File: src/acs_pkg.sv
// Purpose: shared constants and carriers of the command/status interpreter
// Assumes: 16-bit packet words, one packet each way per 10 ms frame
// Notes:   offsets, field positions, default settings, header and neutral counts live here
package acs_pkg;

  // packet layout
  localparam int unsigned HDR_WORDS     = 8;
  localparam logic [2:0]  CW_HEADER     = 3'h0;
  localparam logic [2:0]  CW_CHECKSUM   = 3'h1;
  localparam logic [2:0]  CW_MODE       = 3'h2;
  localparam logic [2:0]  CW_OPTIONS    = 3'h3;
  localparam logic [2:0]  CW_VOLUME     = 3'h4;
  localparam logic [2:0]  SW_CAPS       = 3'h1;
  localparam logic [2:0]  SW_MODE       = 3'h2;
  localparam logic [2:0]  SW_OPTIONS    = 3'h3;
  localparam logic [2:0]  SW_VOLUME     = 3'h4;
  localparam logic [2:0]  SW_ERROR      = 3'h5;
  localparam logic [15:0] STATUS_HEADER = 16'h480f;
  localparam logic [15:0] MODE_RESET    = 16'hffff;

  // coding select codes
  localparam logic [3:0] CODE_NEUTRAL = 4'h0;
  localparam logic [3:0] CODE_LINEAR  = 4'h1;
  localparam logic [3:0] CODE_ALAW    = 4'h2;
  localparam logic [3:0] CODE_MULAW   = 4'h3;
  localparam logic [3:0] CODE_WIDE    = 4'h4;
  localparam logic [3:0] CODE_LDCELP  = 4'h5;
  localparam logic [3:0] CODE_MPMLQ   = 4'h6;

  // options word fields
  localparam int unsigned OPT_DEC_MUTE  = 0;
  localparam int unsigned OPT_ENC_MUTE  = 1;
  localparam int unsigned OPT_RD_LSB    = 2;
  localparam int unsigned OPT_RE_LSB    = 4;
  localparam int unsigned OPT_RATE      = 6;
  localparam int unsigned OPT_LOOP_LSB  = 8;
  localparam int unsigned OPT_PART_LSB  = 11;
  localparam int unsigned OPT_INVALID   = 15;

  // loopback codes
  localparam logic [2:0] LOOP_NONE    = 3'h0;
  localparam logic [2:0] LOOP_COMP    = 3'h1;
  localparam logic [2:0] LOOP_REENC   = 3'h2;
  localparam logic [2:0] LOOP_DECENC  = 3'h5;
  localparam logic [2:0] LOOP_ANALOG  = 3'h6;

  // bit limit codes
  localparam logic [1:0] LIMIT_8     = 2'h0;
  localparam logic [1:0] LIMIT_7     = 2'h1;
  localparam logic [1:0] LIMIT_6     = 2'h2;
  localparam logic [1:0] LIMIT_RSVD  = 2'h3;

  // error word bits
  localparam int unsigned ERR_CHECKSUM = 0;
  localparam int unsigned ERR_MODE     = 1;
  localparam int unsigned ERR_LOOP     = 2;
  localparam int unsigned ERR_HW       = 3;
  localparam int unsigned ERR_TIMING   = 4;

  // capability bits
  localparam logic [15:0] CAPS_WORD = 16'h00ff;

  // reset values
  localparam logic [15:0] MODE_DEFAULT = 16'h0000;
  localparam logic [15:0] OPT_DEFAULT  = 16'h0000;
  localparam logic [15:0] VOL_DEFAULT  = 16'h0000;

  // timing
  localparam int unsigned CLK_MHZ        = 250;
  localparam int unsigned FRAME_US       = 10000;
  localparam int unsigned FRAME_CYCLES   = FRAME_US * CLK_MHZ;
  localparam int unsigned NEUTRAL_NEEDED = 4;
  localparam int unsigned RAMP_STEP_LOG2 = 4;

  typedef struct packed {
    logic [15:0] mode;
    logic [15:0] options;
    logic [15:0] volume;
  } acs_ctrl_s;

  typedef struct packed {
    logic        dec_mute;
    logic        enc_mute;
    logic [1:0]  encode_bit_limit;
    logic [1:0]  decode_bit_limit;
    logic [2:0]  loopback;
    logic        rate_16k;
    logic        resample_en;
    logic        postfilter_off;
    logic        band_limit;
    logic        data_invalid;
    logic [1:0]  mpmlq_method;
    logic [3:0]  encoder_coding_select;
    logic [3:0]  decoder_coding_select;
  } acs_core_s;

endpackage

File: src/acs_top.sv
// Purpose: inband command decoder and status generator for a speech codec
// Assumes: command words arrive as a valid-qualified stream, eight header words
// Notes:   codec data words after word 7 are not handled here
//
// Overview of operation
// - checksum equals signed 16-bit sum of command words 2..7
// - bad checksum keeps settings and flags error in next status
// - mode word: encoder select upper nibble, decoder lower, codes 0..6
// - mode word all ones restores power-on defaults
// - mute bits change gain by gradual ramp
// - G.722 bit limit: 00 eight, 01 seven, 10 six, 11 reserved; code 11 is passed to the core with no error flag
// - G.723 encode field selects rate and silence suppression
// - rate bit selects 8/16 kHz, resampling added when mismatched; with G.722 on one side only, resample_en follows the G.722 side alone
// - G.728 with 16 kHz codec disables postfilter
// - G.722 with 8 kHz codec limits band to 3.4 kHz
// - loopback codes 000,001,010,101,110 valid; others reserved
// - part number counts 0..2 in G.723, zero otherwise
// - invalid bit: data still sent, flagged data not decoded
// - volume: encoder gain high byte, decoder low; scale (g+1)/256
// - status mode/options/volume describe output pipeline stage
// - capabilities report coder flags, symmetry one, codec connected bit 0 following codec_present
// - error word bits: checksum, mode, loopback, hardware, timing
// - new control first shows in status three frames later
// - four neutral packets needed before new mode
// - G.711 command in packet n shows in status at n+3
// - one command and one status packet per 10 ms
// - status packet: header, caps, mode, options, volume, error, two reserved
`timescale 1ns/1ps
module acs_top #(
  parameter int unsigned FRAME_CYCLES = acs_pkg::FRAME_CYCLES
) (
  input  wire logic        clk,
  input  wire logic        resetn,
  input  wire logic        cmd_valid,
  input  wire logic [15:0] cmd_word,
  input  wire logic        status_ready,
  input  wire logic        hw_fault,
  input  wire logic        codec_present,
  output logic             status_valid,
  output logic [15:0]      status_word,
  output logic             frame_tick,
  output acs_pkg::acs_core_s core_cfg,
  output logic [8:0]       encoder_gain,
  output logic [8:0]       decoder_gain,
  output logic             mode_change_ok
);

  ////////////////////////////////////////////////////////////////////////
  // functions

  function automatic logic code_ok(input logic [3:0] c);
    code_ok = (c <= acs_pkg::CODE_MPMLQ);
  endfunction

  function automatic logic loop_ok(input logic [2:0] l);
    loop_ok = (l == acs_pkg::LOOP_NONE) || (l == acs_pkg::LOOP_COMP) ||
              (l == acs_pkg::LOOP_REENC) || (l == acs_pkg::LOOP_DECENC) ||
              (l == acs_pkg::LOOP_ANALOG);
  endfunction

  function automatic logic [8:0] mute_gain(input logic mute, input logic [7:0] g);
    mute_gain = mute ? 9'h000 : ({1'b0, g} + 9'h001);
  endfunction

  function automatic logic [1:0] ptr_inc(input logic [1:0] p);
    ptr_inc = (p == 2'h2) ? 2'h0 : p + 2'h1;
  endfunction

  ////////////////////////////////////////////////////////////////////////
  // pin synchronisers

  logic [1:0] valid_sync_reg;
  logic [1:0] fault_sync_reg;
  logic [1:0] codec_sync_reg;
  logic [1:0] ready_sync_reg;
  logic [15:0] word_s1_reg;
  logic [15:0] word_s2_reg;

  always_ff @(posedge clk or negedge resetn) begin
    if (!resetn) begin
      valid_sync_reg <= '0;
      fault_sync_reg <= '0;
      codec_sync_reg <= 2'h3;
      ready_sync_reg <= '0;
      word_s1_reg    <= '0;
      word_s2_reg    <= '0;
    end else begin
      valid_sync_reg <= {valid_sync_reg[0], cmd_valid};
      fault_sync_reg <= {fault_sync_reg[0], hw_fault};
      codec_sync_reg <= {codec_sync_reg[0], codec_present};
      ready_sync_reg <= {ready_sync_reg[0], status_ready};
      word_s1_reg    <= cmd_word;
      word_s2_reg    <= word_s1_reg;
    end
  end

  wire logic        in_valid = valid_sync_reg[1];
  wire logic [15:0] in_word  = word_s2_reg;

  ////////////////////////////////////////////////////////////////////////
  // command receive and frame timing

  logic [31:0]  frame_cnt_reg,  frame_cnt_next;
  logic [3:0]   rx_idx_reg,     rx_idx_next;
  logic [15:0]  sum_reg,        sum_next;
  logic [15:0]  rx_sum_reg,     rx_sum_next;
  acs_pkg::acs_ctrl_s rx_reg,   rx_next;
  acs_pkg::acs_ctrl_s cur_reg,  cur_next;
  logic         got_pkt_reg,    got_pkt_next;
  logic [4:0]   err_reg,        err_next;
  logic [1:0]   wptr_reg,       wptr_next;
  logic [2:0]   neutral_reg,    neutral_next;
  logic [1:0]   part_reg,       part_next;
  logic         tick_reg,       tick_next;

  wire logic boundary = (frame_cnt_reg == FRAME_CYCLES - 1);

  always_comb begin
    frame_cnt_next = boundary ? 32'h0 : frame_cnt_reg + 32'h1;
    rx_idx_next    = rx_idx_reg;
    sum_next       = sum_reg;
    rx_sum_next    = rx_sum_reg;
    rx_next        = rx_reg;
    cur_next       = cur_reg;
    got_pkt_next   = got_pkt_reg;
    err_next       = err_reg;
    wptr_next      = wptr_reg;
    neutral_next   = neutral_reg;
    part_next      = part_reg;
    tick_next      = boundary;
    if (in_valid && rx_idx_reg < acs_pkg::HDR_WORDS[3:0]) begin
      unique case (rx_idx_reg[2:0])
        acs_pkg::CW_CHECKSUM: rx_sum_next     = in_word;
        acs_pkg::CW_MODE:     rx_next.mode    = in_word;
        acs_pkg::CW_OPTIONS:  rx_next.options = in_word;
        acs_pkg::CW_VOLUME:   rx_next.volume  = in_word;
        default: ;
      endcase
      if (rx_idx_reg >= 4'h2) begin
        sum_next = sum_reg + in_word;
      end
      rx_idx_next = rx_idx_reg + 4'h1;
      if (rx_idx_reg == 4'h7) begin
        got_pkt_next = 1'b1;
      end
    end
    if (fault_sync_reg[1]) begin
      err_next[acs_pkg::ERR_HW] = 1'b1;
    end
    if (boundary) begin
      rx_idx_next  = '0;
      sum_next     = '0;
      got_pkt_next = 1'b0;
      wptr_next    = ptr_inc(wptr_reg);
      err_next     = '0;
      err_next[acs_pkg::ERR_HW] = fault_sync_reg[1];
      if (!got_pkt_reg) begin
        err_next[acs_pkg::ERR_TIMING] = 1'b1;
      end else if (sum_reg != rx_sum_reg) begin
        err_next[acs_pkg::ERR_CHECKSUM] = 1'b1;
      end else if (rx_reg.mode == acs_pkg::MODE_RESET) begin
        cur_next     = '{acs_pkg::MODE_DEFAULT, acs_pkg::OPT_DEFAULT,
                         acs_pkg::VOL_DEFAULT};
        neutral_next = acs_pkg::NEUTRAL_NEEDED[2:0];
      end else if (!code_ok(rx_reg.mode[7:4]) || !code_ok(rx_reg.mode[3:0])) begin
        err_next[acs_pkg::ERR_MODE] = 1'b1;
      end else if (!loop_ok(rx_reg.options[acs_pkg::OPT_LOOP_LSB +: 3])) begin
        err_next[acs_pkg::ERR_LOOP] = 1'b1;
      end else if (rx_reg.mode[7:0] != 8'h00 && rx_reg.mode[7:0] != cur_reg.mode[7:0] &&
                   neutral_reg < acs_pkg::NEUTRAL_NEEDED[2:0]) begin
        err_next[acs_pkg::ERR_MODE] = 1'b1;
      end else begin
        cur_next = rx_reg;
      end
      // neutral run counter on the applied stage
      if (cur_next.mode[7:0] == 8'h00) begin
        if (neutral_next < acs_pkg::NEUTRAL_NEEDED[2:0]) begin
          neutral_next = neutral_next + 3'h1;
        end
      end else begin
        neutral_next = '0;
      end
      part_next = (cur_next.mode[7:4] == acs_pkg::CODE_MPMLQ) ?
                  ((part_reg == 2'h2) ? 2'h0 : part_reg + 2'h1) : 2'h0;
    end
  end

  always_ff @(posedge clk or negedge resetn) begin
    if (!resetn) begin
      frame_cnt_reg <= '0;
      rx_idx_reg    <= '0;
      sum_reg       <= '0;
      rx_sum_reg    <= '0;
      rx_reg        <= '0;
      cur_reg       <= '0;
      got_pkt_reg   <= 1'b1;
      err_reg       <= '0;
      wptr_reg      <= '0;
      neutral_reg   <= acs_pkg::NEUTRAL_NEEDED[2:0];
      part_reg      <= '0;
      tick_reg      <= 1'b0;
    end else begin
      frame_cnt_reg <= frame_cnt_next;
      rx_idx_reg    <= rx_idx_next;
      sum_reg       <= sum_next;
      rx_sum_reg    <= rx_sum_next;
      rx_reg        <= rx_next;
      cur_reg       <= cur_next;
      got_pkt_reg   <= got_pkt_next;
      err_reg       <= err_next;
      wptr_reg      <= wptr_next;
      neutral_reg   <= neutral_next;
      part_reg      <= part_next;
      tick_reg      <= tick_next;
    end
  end

  ////////////////////////////////////////////////////////////////////////
  // settings pipeline: a command packet shows in status three frames later

  acs_pkg::acs_ctrl_s out_stage;
  acs_pkg::acs_ctrl_s stage_in;

  always_comb begin
    stage_in = cur_reg;
    stage_in.options[acs_pkg::OPT_PART_LSB +: 2] = part_reg;
  end

  acs_stage_mem u_stage (
    .clk         (clk),
    .resetn      (resetn),
    .wr_en       (tick_reg),
    .wr_addr     (wptr_reg),
    .wr_data     (stage_in),
    .rd_addr     (ptr_inc(wptr_reg)),
    .rd_data_reg (out_stage)
  );

  ////////////////////////////////////////////////////////////////////////
  // core configuration decode

  acs_pkg::acs_core_s core_next;
  logic [3:0] enc_sel;
  logic [3:0] dec_sel;
  logic       rate16;

  always_comb begin
    enc_sel   = cur_reg.mode[7:4];
    dec_sel   = cur_reg.mode[3:0];
    rate16    = cur_reg.options[acs_pkg::OPT_RATE];
    core_next = '0;
    core_next.encoder_coding_select = enc_sel;
    core_next.decoder_coding_select = dec_sel;
    core_next.dec_mute = cur_reg.options[acs_pkg::OPT_DEC_MUTE];
    core_next.enc_mute = cur_reg.options[acs_pkg::OPT_ENC_MUTE];
    core_next.loopback = cur_reg.options[acs_pkg::OPT_LOOP_LSB +: 3];
    core_next.rate_16k = rate16;
    core_next.data_invalid = cur_reg.options[acs_pkg::OPT_INVALID];
    if (enc_sel == acs_pkg::CODE_WIDE) begin
      core_next.encode_bit_limit = cur_reg.options[acs_pkg::OPT_RE_LSB +: 2];
    end
    if (dec_sel == acs_pkg::CODE_WIDE) begin
      core_next.decode_bit_limit = cur_reg.options[acs_pkg::OPT_RD_LSB +: 2];
    end
    if (enc_sel == acs_pkg::CODE_MPMLQ) begin
      core_next.mpmlq_method = cur_reg.options[acs_pkg::OPT_RE_LSB +: 2];
    end
    // wideband coder is native 16 kHz, all others native 8 kHz
    core_next.resample_en = (enc_sel == acs_pkg::CODE_WIDE || dec_sel == acs_pkg::CODE_WIDE)
                            ? !rate16 : (rate16 && cur_reg.mode[7:0] != 8'h00);
    core_next.postfilter_off = rate16 && (dec_sel == acs_pkg::CODE_LDCELP);
    core_next.band_limit = !rate16 && (enc_sel == acs_pkg::CODE_WIDE ||
                                       dec_sel == acs_pkg::CODE_WIDE);
  end

  always_ff @(posedge clk or negedge resetn) begin
    if (!resetn) begin
      core_cfg       <= '0;
      frame_tick     <= 1'b0;
      mode_change_ok <= 1'b1;
    end else begin
      core_cfg       <= core_next;
      frame_tick     <= tick_reg;
      mode_change_ok <= (neutral_reg == acs_pkg::NEUTRAL_NEEDED[2:0]);
    end
  end

  ////////////////////////////////////////////////////////////////////////
  // gain ramps

  acs_gain_ramp u_enc_ramp (
    .clk       (clk),
    .resetn    (resetn),
    .target    (mute_gain(core_cfg.enc_mute, cur_reg.volume[15:8])),
    .scale_reg (encoder_gain)
  );

  acs_gain_ramp u_dec_ramp (
    .clk       (clk),
    .resetn    (resetn),
    .target    (mute_gain(core_cfg.dec_mute, cur_reg.volume[7:0])),
    .scale_reg (decoder_gain)
  );

  ////////////////////////////////////////////////////////////////////////
  // status packet transmit

  logic [3:0]  tx_idx_reg,  tx_idx_next;
  logic        tx_val_reg,  tx_val_next;
  logic [15:0] tx_word_reg, tx_word_next;
  logic [4:0]  tx_err_reg,  tx_err_next;

  always_comb begin
    tx_idx_next  = tx_idx_reg;
    tx_val_next  = 1'b0;
    tx_word_next = tx_word_reg;
    tx_err_next  = tx_err_reg;
    if (tick_reg) begin
      tx_idx_next = '0;
      tx_err_next = err_reg;
    end else if (tx_idx_reg < acs_pkg::HDR_WORDS[3:0] && ready_sync_reg[1]) begin
      tx_val_next = 1'b1;
      tx_idx_next = tx_idx_reg + 4'h1;
      unique case (tx_idx_reg[2:0])
        3'h0:                tx_word_next = acs_pkg::STATUS_HEADER;
        acs_pkg::SW_CAPS:    tx_word_next = {acs_pkg::CAPS_WORD[15:1],
                                             codec_sync_reg[1]};
        acs_pkg::SW_MODE:    tx_word_next = out_stage.mode;
        acs_pkg::SW_OPTIONS: tx_word_next = out_stage.options;
        acs_pkg::SW_VOLUME:  tx_word_next = out_stage.volume;
        acs_pkg::SW_ERROR:   tx_word_next = {11'h000, tx_err_reg};
        default:             tx_word_next = 16'h0000;
      endcase
    end
  end

  always_ff @(posedge clk or negedge resetn) begin
    if (!resetn) begin
      tx_idx_reg  <= acs_pkg::HDR_WORDS[3:0];
      tx_val_reg  <= 1'b0;
      tx_word_reg <= '0;
      tx_err_reg  <= '0;
    end else begin
      tx_idx_reg  <= tx_idx_next;
      tx_val_reg  <= tx_val_next;
      tx_word_reg <= tx_word_next;
      tx_err_reg  <= tx_err_next;
    end
  end

  always_comb begin
    status_valid = tx_val_reg;
    status_word  = tx_word_reg;
  end

endmodule // acs_top

File: src/acs_stage_mem.sv
// Purpose: three-deep control pipeline storage with registered read
// Assumes: one write per frame boundary; the read register reloads every cycle
// Notes:   read data come out of a register
`timescale 1ns/1ps
module acs_stage_mem (
  input  wire logic              clk,
  input  wire logic              resetn,
  input  wire logic              wr_en,
  input  wire logic [1:0]        wr_addr,
  input  wire acs_pkg::acs_ctrl_s wr_data,
  input  wire logic [1:0]        rd_addr,
  output acs_pkg::acs_ctrl_s     rd_data_reg
);

  acs_pkg::acs_ctrl_s mem_reg [3];

  always_ff @(posedge clk or negedge resetn) begin
    if (!resetn) begin
      for (int i = 0; i < 3; i++) begin
        mem_reg[i] <= '0;
      end
      rd_data_reg <= '0;
    end else begin
      if (wr_en) begin
        mem_reg[wr_addr] <= wr_data;
      end
      rd_data_reg <= mem_reg[rd_addr];
    end
  end

endmodule // acs_stage_mem

File: src/acs_gain_ramp.sv
// Purpose: gradual gain ramp toward a target so mute never clicks
// Assumes: target changes at frame boundaries
// Notes:   gain is (value+1)/256 applied downstream; 9-bit scale 0..256
`timescale 1ns/1ps
module acs_gain_ramp (
  input  wire logic       clk,
  input  wire logic       resetn,
  input  wire logic [8:0] target,
  output logic      [8:0] scale_reg
);

  logic [acs_pkg::RAMP_STEP_LOG2-1:0] div_reg;
  logic [acs_pkg::RAMP_STEP_LOG2-1:0] div_next;
  logic [8:0]                         scale_next;

  // step one unit every few cycles instead of jumping
  always_comb begin
    div_next   = div_reg + 1'b1;
    scale_next = scale_reg;
    if (div_reg == '0) begin
      if (scale_reg < target) begin
        scale_next = scale_reg + 9'h001;
      end else if (scale_reg > target) begin
        scale_next = scale_reg - 9'h001;
      end
    end
  end

  always_ff @(posedge clk or negedge resetn) begin
    if (!resetn) begin
      div_reg   <= '0;
      scale_reg <= 9'h001;
    end else begin
      div_reg   <= div_next;
      scale_reg <= scale_next;
    end
  end

endmodule // acs_gain_ramp

File: config.mk
export PLATFORM = sky130hd
export DESIGN_NAME = acs_top
export DESIGN_NICKNAME = d
export VERILOG_FILES = /design/src/acs_pkg.sv /design/src/acs_top.sv /design/src/acs_stage_mem.sv /design/src/acs_gain_ramp.sv
export SDC_FILE = /design/constraint.sdc
export NUM_CORES = 1
export LEC_CHECK = 0
export BUFFER_PORTS_ARGS = -buffer_cell sky130_fd_sc_hd__buf_2
export CORE_MARGIN = 8
export CORE_UTILIZATION = 30
export DETAILED_ROUTE_END_ITERATION = 8
export GPL_TIMING_DRIVEN = 0
export PLACE_DENSITY = 0.49
export SYNTH_ARGS = -nofsm -noshare
export SYNTH_HDL_FRONTEND = slang
export SYNTH_SLANG_ARGS = --single-unit
export TNS_END_PERCENT = 20
File: constraint.sdc
create_clock -name clk -period 4.4 [get_ports clk]
set_clock_uncertainty 0.05 [all_clocks]
set_input_delay 0.22 -clock clk [delete_from_list [all_inputs] [get_ports clk]]
set_output_delay 0.22 -clock clk [all_outputs]
set_load 0.02 [all_outputs]
# Word level (Yosys, flattened, before mapping)

Index checks and enable logic that the tools add are counted.

Logic and storage cells: 221
Memory bits (read-only): 0
Bits of input ports: 22
Memories: 0
Bits in writable memories: 0
Output and inout port bits: 61
Register bits after elaboration: 488
Bits in latches: 0

Add/sub/neg operators: 15
Magnitude comparators: 14
Div/mod/pow operators: 0
Muxes and demuxes: 58
Multiply operators: 0
Reductions and logical operators: 41
Shift-type cells: 0
Eq/ne operators: 31
Bitwise logic cells: 3

Operators with widths:

| operator                | number |
|---|---|
| $mux W48                | 10 |
| $bwmux W144             | 1 |
| $bmux W48 S2            | 1 |
| $demux W48 S2           | 1 |
| $pmux W16 S6            | 1 |
| $mux W9                 | 6 |
| $mux W16                | 3 |
| $add A32 B1 Y32 const B | 1 |
| $eq A32 B22 Y1 const B  | 1 |
| $mux W32                | 1 |
| $eq A4 B3 Y1 const B    | 6 |
| $mux W3                 | 7 |
| $mux W4                 | 5 |
| $add A8 B1 Y9 const B   | 2 |
| $add A9 B1 Y9 const B   | 2 |
| $eq A3 B3 Y1 const B    | 6 |
| $gt A9 B9 Y1            | 2 |
| $lt A9 B9 Y1            | 2 |
| $reduce_and A2 Y1       | 9 |
| $sub A9 B1 Y9 const B   | 2 |
| $add A16 B16 Y16        | 1 |
| $add A4 B1 Y4 const B   | 4 |
| $eq A16 B16 Y1 const B  | 1 |
| $mux W2                 | 8 |
| other kinds (28)        | 79 |

# Logic depth before layout (Yosys ltp)

Depth in word-level cells: 13
Mapped depth: 19
Gate-level depth less buffers: 19

# Modules after synthesis

From an unflattened synthesis, not the netlist that was laid out.

Cell total of the unflattened synthesis: 1624
Area, all modules: 20961.4 um^2

Modules (own cells, without submodules):

| module                     | cells an instance | times used | area each (um^2) | seq. area each (um^2) |
|---|---|---|---|---|
| acs_top                    | 955               | 1          | 11355.9          | 6663.9 |
| acs_stage_mem              | 467               | 1          | 7546.0           | 4804.6 |
| acs_gain_ramp (u_dec_ramp) | 101               | 1          | 1031.0           | 326.6 |
| acs_gain_ramp (u_enc_ramp) | 101               | 1          | 1028.5           | 326.6 |

# Least setup slack after synthesis

OpenSTA, ideal clock, no wires.

Path kind: register -> register
Start: register cur_reg[8] (netlist name)
End: register u_enc_ramp.scale_reg[8]
Data required time: 4.270 ns
Period minus slack after synthesis: 4.440 ns
Setup slack: -0.040 ns
Arrival time: 4.311 ns
Path buffers: 0
Library setup time: 0.080 ns
Cell stages (with the launch flop): 19
Path through: dfrtp_1 > ha_1 > nand2_1 > or3_1 > a21o_1 > ha_1 > a2111oi_0 > o21ai_0 > a221oi_1 > inv_1 > ha_1 > nor2b_1 > o21ai_0 > a21boi_1 > o21a_1 > o41a_1 > or3_1 > a21oi_1 > xor2_1

Longest elaborated chain between the ends: 5
Elaborated cells on any way between the ends: 7
Those cells by class: add/sub (1); order compare (2); mux (2); reduce/logical (2)

Ends and longest elaborated chain:

| what                                                | line                                     | text |
|---|---|---|
| from (decl)                                         | acs_top.sv:108                           | `acs_pkg::acs_ctrl_s cur_reg, cur_next;` |
| from (signal assigned)                              | acs_top.sv:208                           | `cur_reg <= cur_next;` |
| $add A8 B1 Y9 *                                     | acs_top.sv:62                            | `mute_gain = mute ? 9'h000 : ({1'b0, g} + 9'h001);` |
| $mux W9 *                                           | acs_top.sv:62                            |  |
| $gt A9 B9 Y1 / $lt A9 B9 Y1 (equally long branches) | acs_gain_ramp.sv:23, acs_gain_ramp.sv:21 |  |
| $reduce_bool A2 Y1 (no source line)                 | -                                        |  |
| $reduce_and A2 Y1 (no source line)                  | -                                        |  |
| to (signal assigned)                                | acs_gain_ramp.sv:35                      | `scale_reg <= scale_next;` |
| to (decl)                                           | acs_gain_ramp.sv:9                       | `output logic [8:0] scale_reg` |

Every way passes the cells marked *; elsewhere a longest branch is shown, timed or not.
A chain may end at the register's enable or synchronous reset.

# Worst setup path after layout

Start: register cur_reg[0] (netlist name)
End: register u_dec_ramp.scale_reg[8]

Longest elaborated chain between the ends: 5
Elaborated cells on any way between the ends: 7
Those cells by class: add/sub (1); order compare (2); mux (2); reduce/logical (2)

Ends and longest elaborated chain:

| what                                                | line |
|---|---|
| $add A8 B1 Y9 *                                     | acs_top.sv:62 |
| $mux W9 *                                           | acs_top.sv:62 |
| $gt A9 B9 Y1 / $lt A9 B9 Y1 (equally long branches) | acs_gain_ramp.sv:23, acs_gain_ramp.sv:21 |
| $reduce_bool A2 Y1 (no source line)                 | - |
| $reduce_and A2 Y1 (no source line)                  | - |
| to (signal assigned)                                | acs_gain_ramp.sv:35 |
| to (decl)                                           | acs_gain_ramp.sv:9 |

Marked as above.

==> reports/results.ini <==
[status]
outcome = completed

[setup_path]
crit_type = reg2reg
worstPathRequired_ns = 4.88
start_kind = flip-flop
arrival_ns = 4.66
endpoint_kind = flip-flop
cp_slowest_cell = dfrtp_2
crit_fanout = 4
max_stage_delay_ns = 0.49
cp_cell_sequence = ha_4, nand2_1, nor2_2, xor2_1, nand2b_1, ha_1, a2111oi_2, o21ai_1, a221oi_2, inv_2, ha_1, nor2b_1, o21ai_1, a21boi_1, o21a_1, o41a_1, or3_1, a21oi_2, xor2_1

[die]
row_count = 96
die_w_um = 279.9
die_y_um = 279.9
design.portCount = 83
die_area_um2 = 78360
initial_core_util_pct = 30.36
core_area_um2 = 68830

[place]
port_buffers = 82
dp_cells = 2710
dpl.hpwl_um = 37920
place.gp.congestion = 0.8206
dpl_worst_slack_ns = -0.8689

[global_routing]
use_met2_pct = 21.93
gr-usage-met1_pct = 18.53
grt_pass1_wl_um = 83720
antenna_found_initial = 1
grt_usage_pct = 13.54
use_met3_pct = 2.346
gr-total-overflow = 0
grt_start_max_net_pins = 122
first_global_vias = 14035
grt.busiest_layer = met2

[clock_network]
cts_buffers = 55
htreeDepth = 2
clk_latency_ns = 0.62
cts.sinks = 484
root_buffer = clkbuf_16
path_clk_slew_ns = 0.06
cts_buffer_depth = 3
cts_tree = done

[pwr]
leakagePower_nw = 11.45
p_per_area_nw_per_um2 = 461.0
ir_drop_uv = 305.4
p_total_mw = 11.51

[sta]
tns_ns = 0
max_slew.worst_pin.slew_ns = 1.152
hold_viol = 0
period_needed_ns = 4.177
finalMaxSlewViolations = 0
setup_violations = 0
fin_hold_ws_ns = 0.04007
maxSlewHeadroom_pct = 22.58
fmax_ghz = 0.2394
worst_slack_ns = 0.2226
finalCritPeriodShare_pct = 94.94

[finish]
largest_reg_flops = 144
finalNonFillerCells = 2846
layout-drive-gt1-share_pct = 24.86
nets = 1961
num_antenna_cells = 0
area_delta_synth_final_pct = 19.44

[synth]
avgSynthCellArea_um2 = 12.34
synthArstFlopShare_pct = 100.0
synth_seq_cells = 484
synthDistinctLibCells = 66
syn-num-nets = 1784
synthCells = 1693
ys_warn_count = 0
synthFlopType = dfrtp_1
synth_area_um2 = 20900
synth_edf_count = 0
seq_area_frac_synth_pct = 58.01

[routing]
routedWlPerCell_um = 18.69
viasPerCell = 4.768
drtPass1Iterations = 5
wirelength_um = 53190
drtIter0Drc = 787
num_vias = 13571
antenna_left = 0
drc = 0

[hold_path]
hold_class = in2async

[job]
maxCapViolCount = 0

-- worst max-delay path, delay by kind of cell, from the launching register on --
family / cells / cell delay, ns
xor gates and xnor gates: 2 / 0.31
and+or+nand+nor: 5 / 0.75
DFF: 1 / 0.49
AOI/OAI and AO/OA: 8 / 1.71
adders and majority gates: 3 / 0.71
buffers and inverters: 1 / 0.08
-- Yosys cell counts, types with 35 or more instances --
cell / count / area share [%]
a22o_1: 45 / 1.9
o21ai_0: 107 / 2.6
nor2_1: 70 / 1.3
inv_1: 35 / 0.63
mux2_2: 216 / 12
nand3_1: 43 / 1.0
clkbuf_1: 60 / 1.1
nand2_1: 154 / 2.8
dfrtp_1: 476 / 57
ha_1: 66 / 4.0
xnor2_1: 67 / 2.8
mux2i_1: 50 / 2.4
a21oi_1: 46 / 1.1
-- logic make-up (layout without fill, tap and decap cells) --
group | Yosys count | in the layout | share of synthesized area, %
compound gates | 273 | 273 | 8.496
xor+xnor | 87 | 87 | 3.646
fa+ha+maj | 69 | 69 | 4.239
buf+inv | 117 | 339 | 2.329
flops | 484 | 484 | 58.01
mux | 267 | 267 | 14.09
simple gates | 396 | 396 | 9.197
-- power breakdown --
group	switching, mW	internal [mW]
Combinational	0.830	0.704
Sequential	0.373	4.86
Clock	1.86	2.89
-- timing repair --
| action | CTS | global route |
|---|---|---|
| endpoints found under the setup margin | 10 | 4 |
| hold buffers | 21 | 0 |
| pin swaps | 2 | 6 |
| resized for setup | 12 | 27 |
| endpoints found under the hold margin | 231 | 0 |
| setup buffers | 12 | 7 |
| gates cloned | 0 | 0 |
-- through the flow --
step	area, µm²	util [%]
4_1_cts	24790	36.02
3_3_place_gp	22480	32.66
6_report	24960	36.27
2_1_floorplan	20900	-
3_5_place_dp	22600	32.84
5_1_grt	24960	36.27
-- placed cells by master (no fill, tap or decap), types with 41 or more instances in the layout --
master / netlist / routed
a22o_1: 45 / 45
nand2_1: 154 / 154
buf_2: 8 / 89
mux2i_1: 50 / 50
nand3_1: 43 / 41
ha_1: 66 / 61
clkbuf_16: 0 / 56
xnor2_1: 67 / 67
nor2_1: 70 / 69
a21oi_1: 46 / 43
o21ai_0: 107 / 103
clkbuf_1: 60 / 64
mux2_2: 216 / 216
dfrtp_1: 476 / 465
-- area by class of cell --
type	instances	area, µm²
Clock buffer	78	1604
Clock inverter	24	299.0
Multi-Input combinational cell	1092	8406
Timing Repair Buffer	126	887.1
Inverter	36	135.1
Sequential cell	484	12140
Fill cell	6713	43870
Tap cell	931	1165
Buffer	75	329.1
-- metal layers --
metal | vias to the layer above | routed length (µm)
li1 | 6369 | -
met1 | 6905 | 24960
met2 | 213 | 25050
met3 | 84 | 1932
met4 | 0 | 1253
met5 | - | 0
-- worst paths after layout --
path	start	cells after the start	end	slack, ns
max	cur_reg[0]	19	u_dec_ramp.scale_reg[8]	0.22
min reg2reg	word_s1_reg[12]	0	in_word[12]	0.29
max in group asynchronous	resetn	4	status_word[13]	2.84
min	resetn	2	frame_cnt_reg[23]	0.04
max reg2reg	cur_reg[0]	19	u_dec_ramp.scale_reg[8]	0.22
min in group clk	cmd_word[1]	2	word_s1_reg[1]	0.19
No activity file was read; power rests on OpenSTA's default activity.
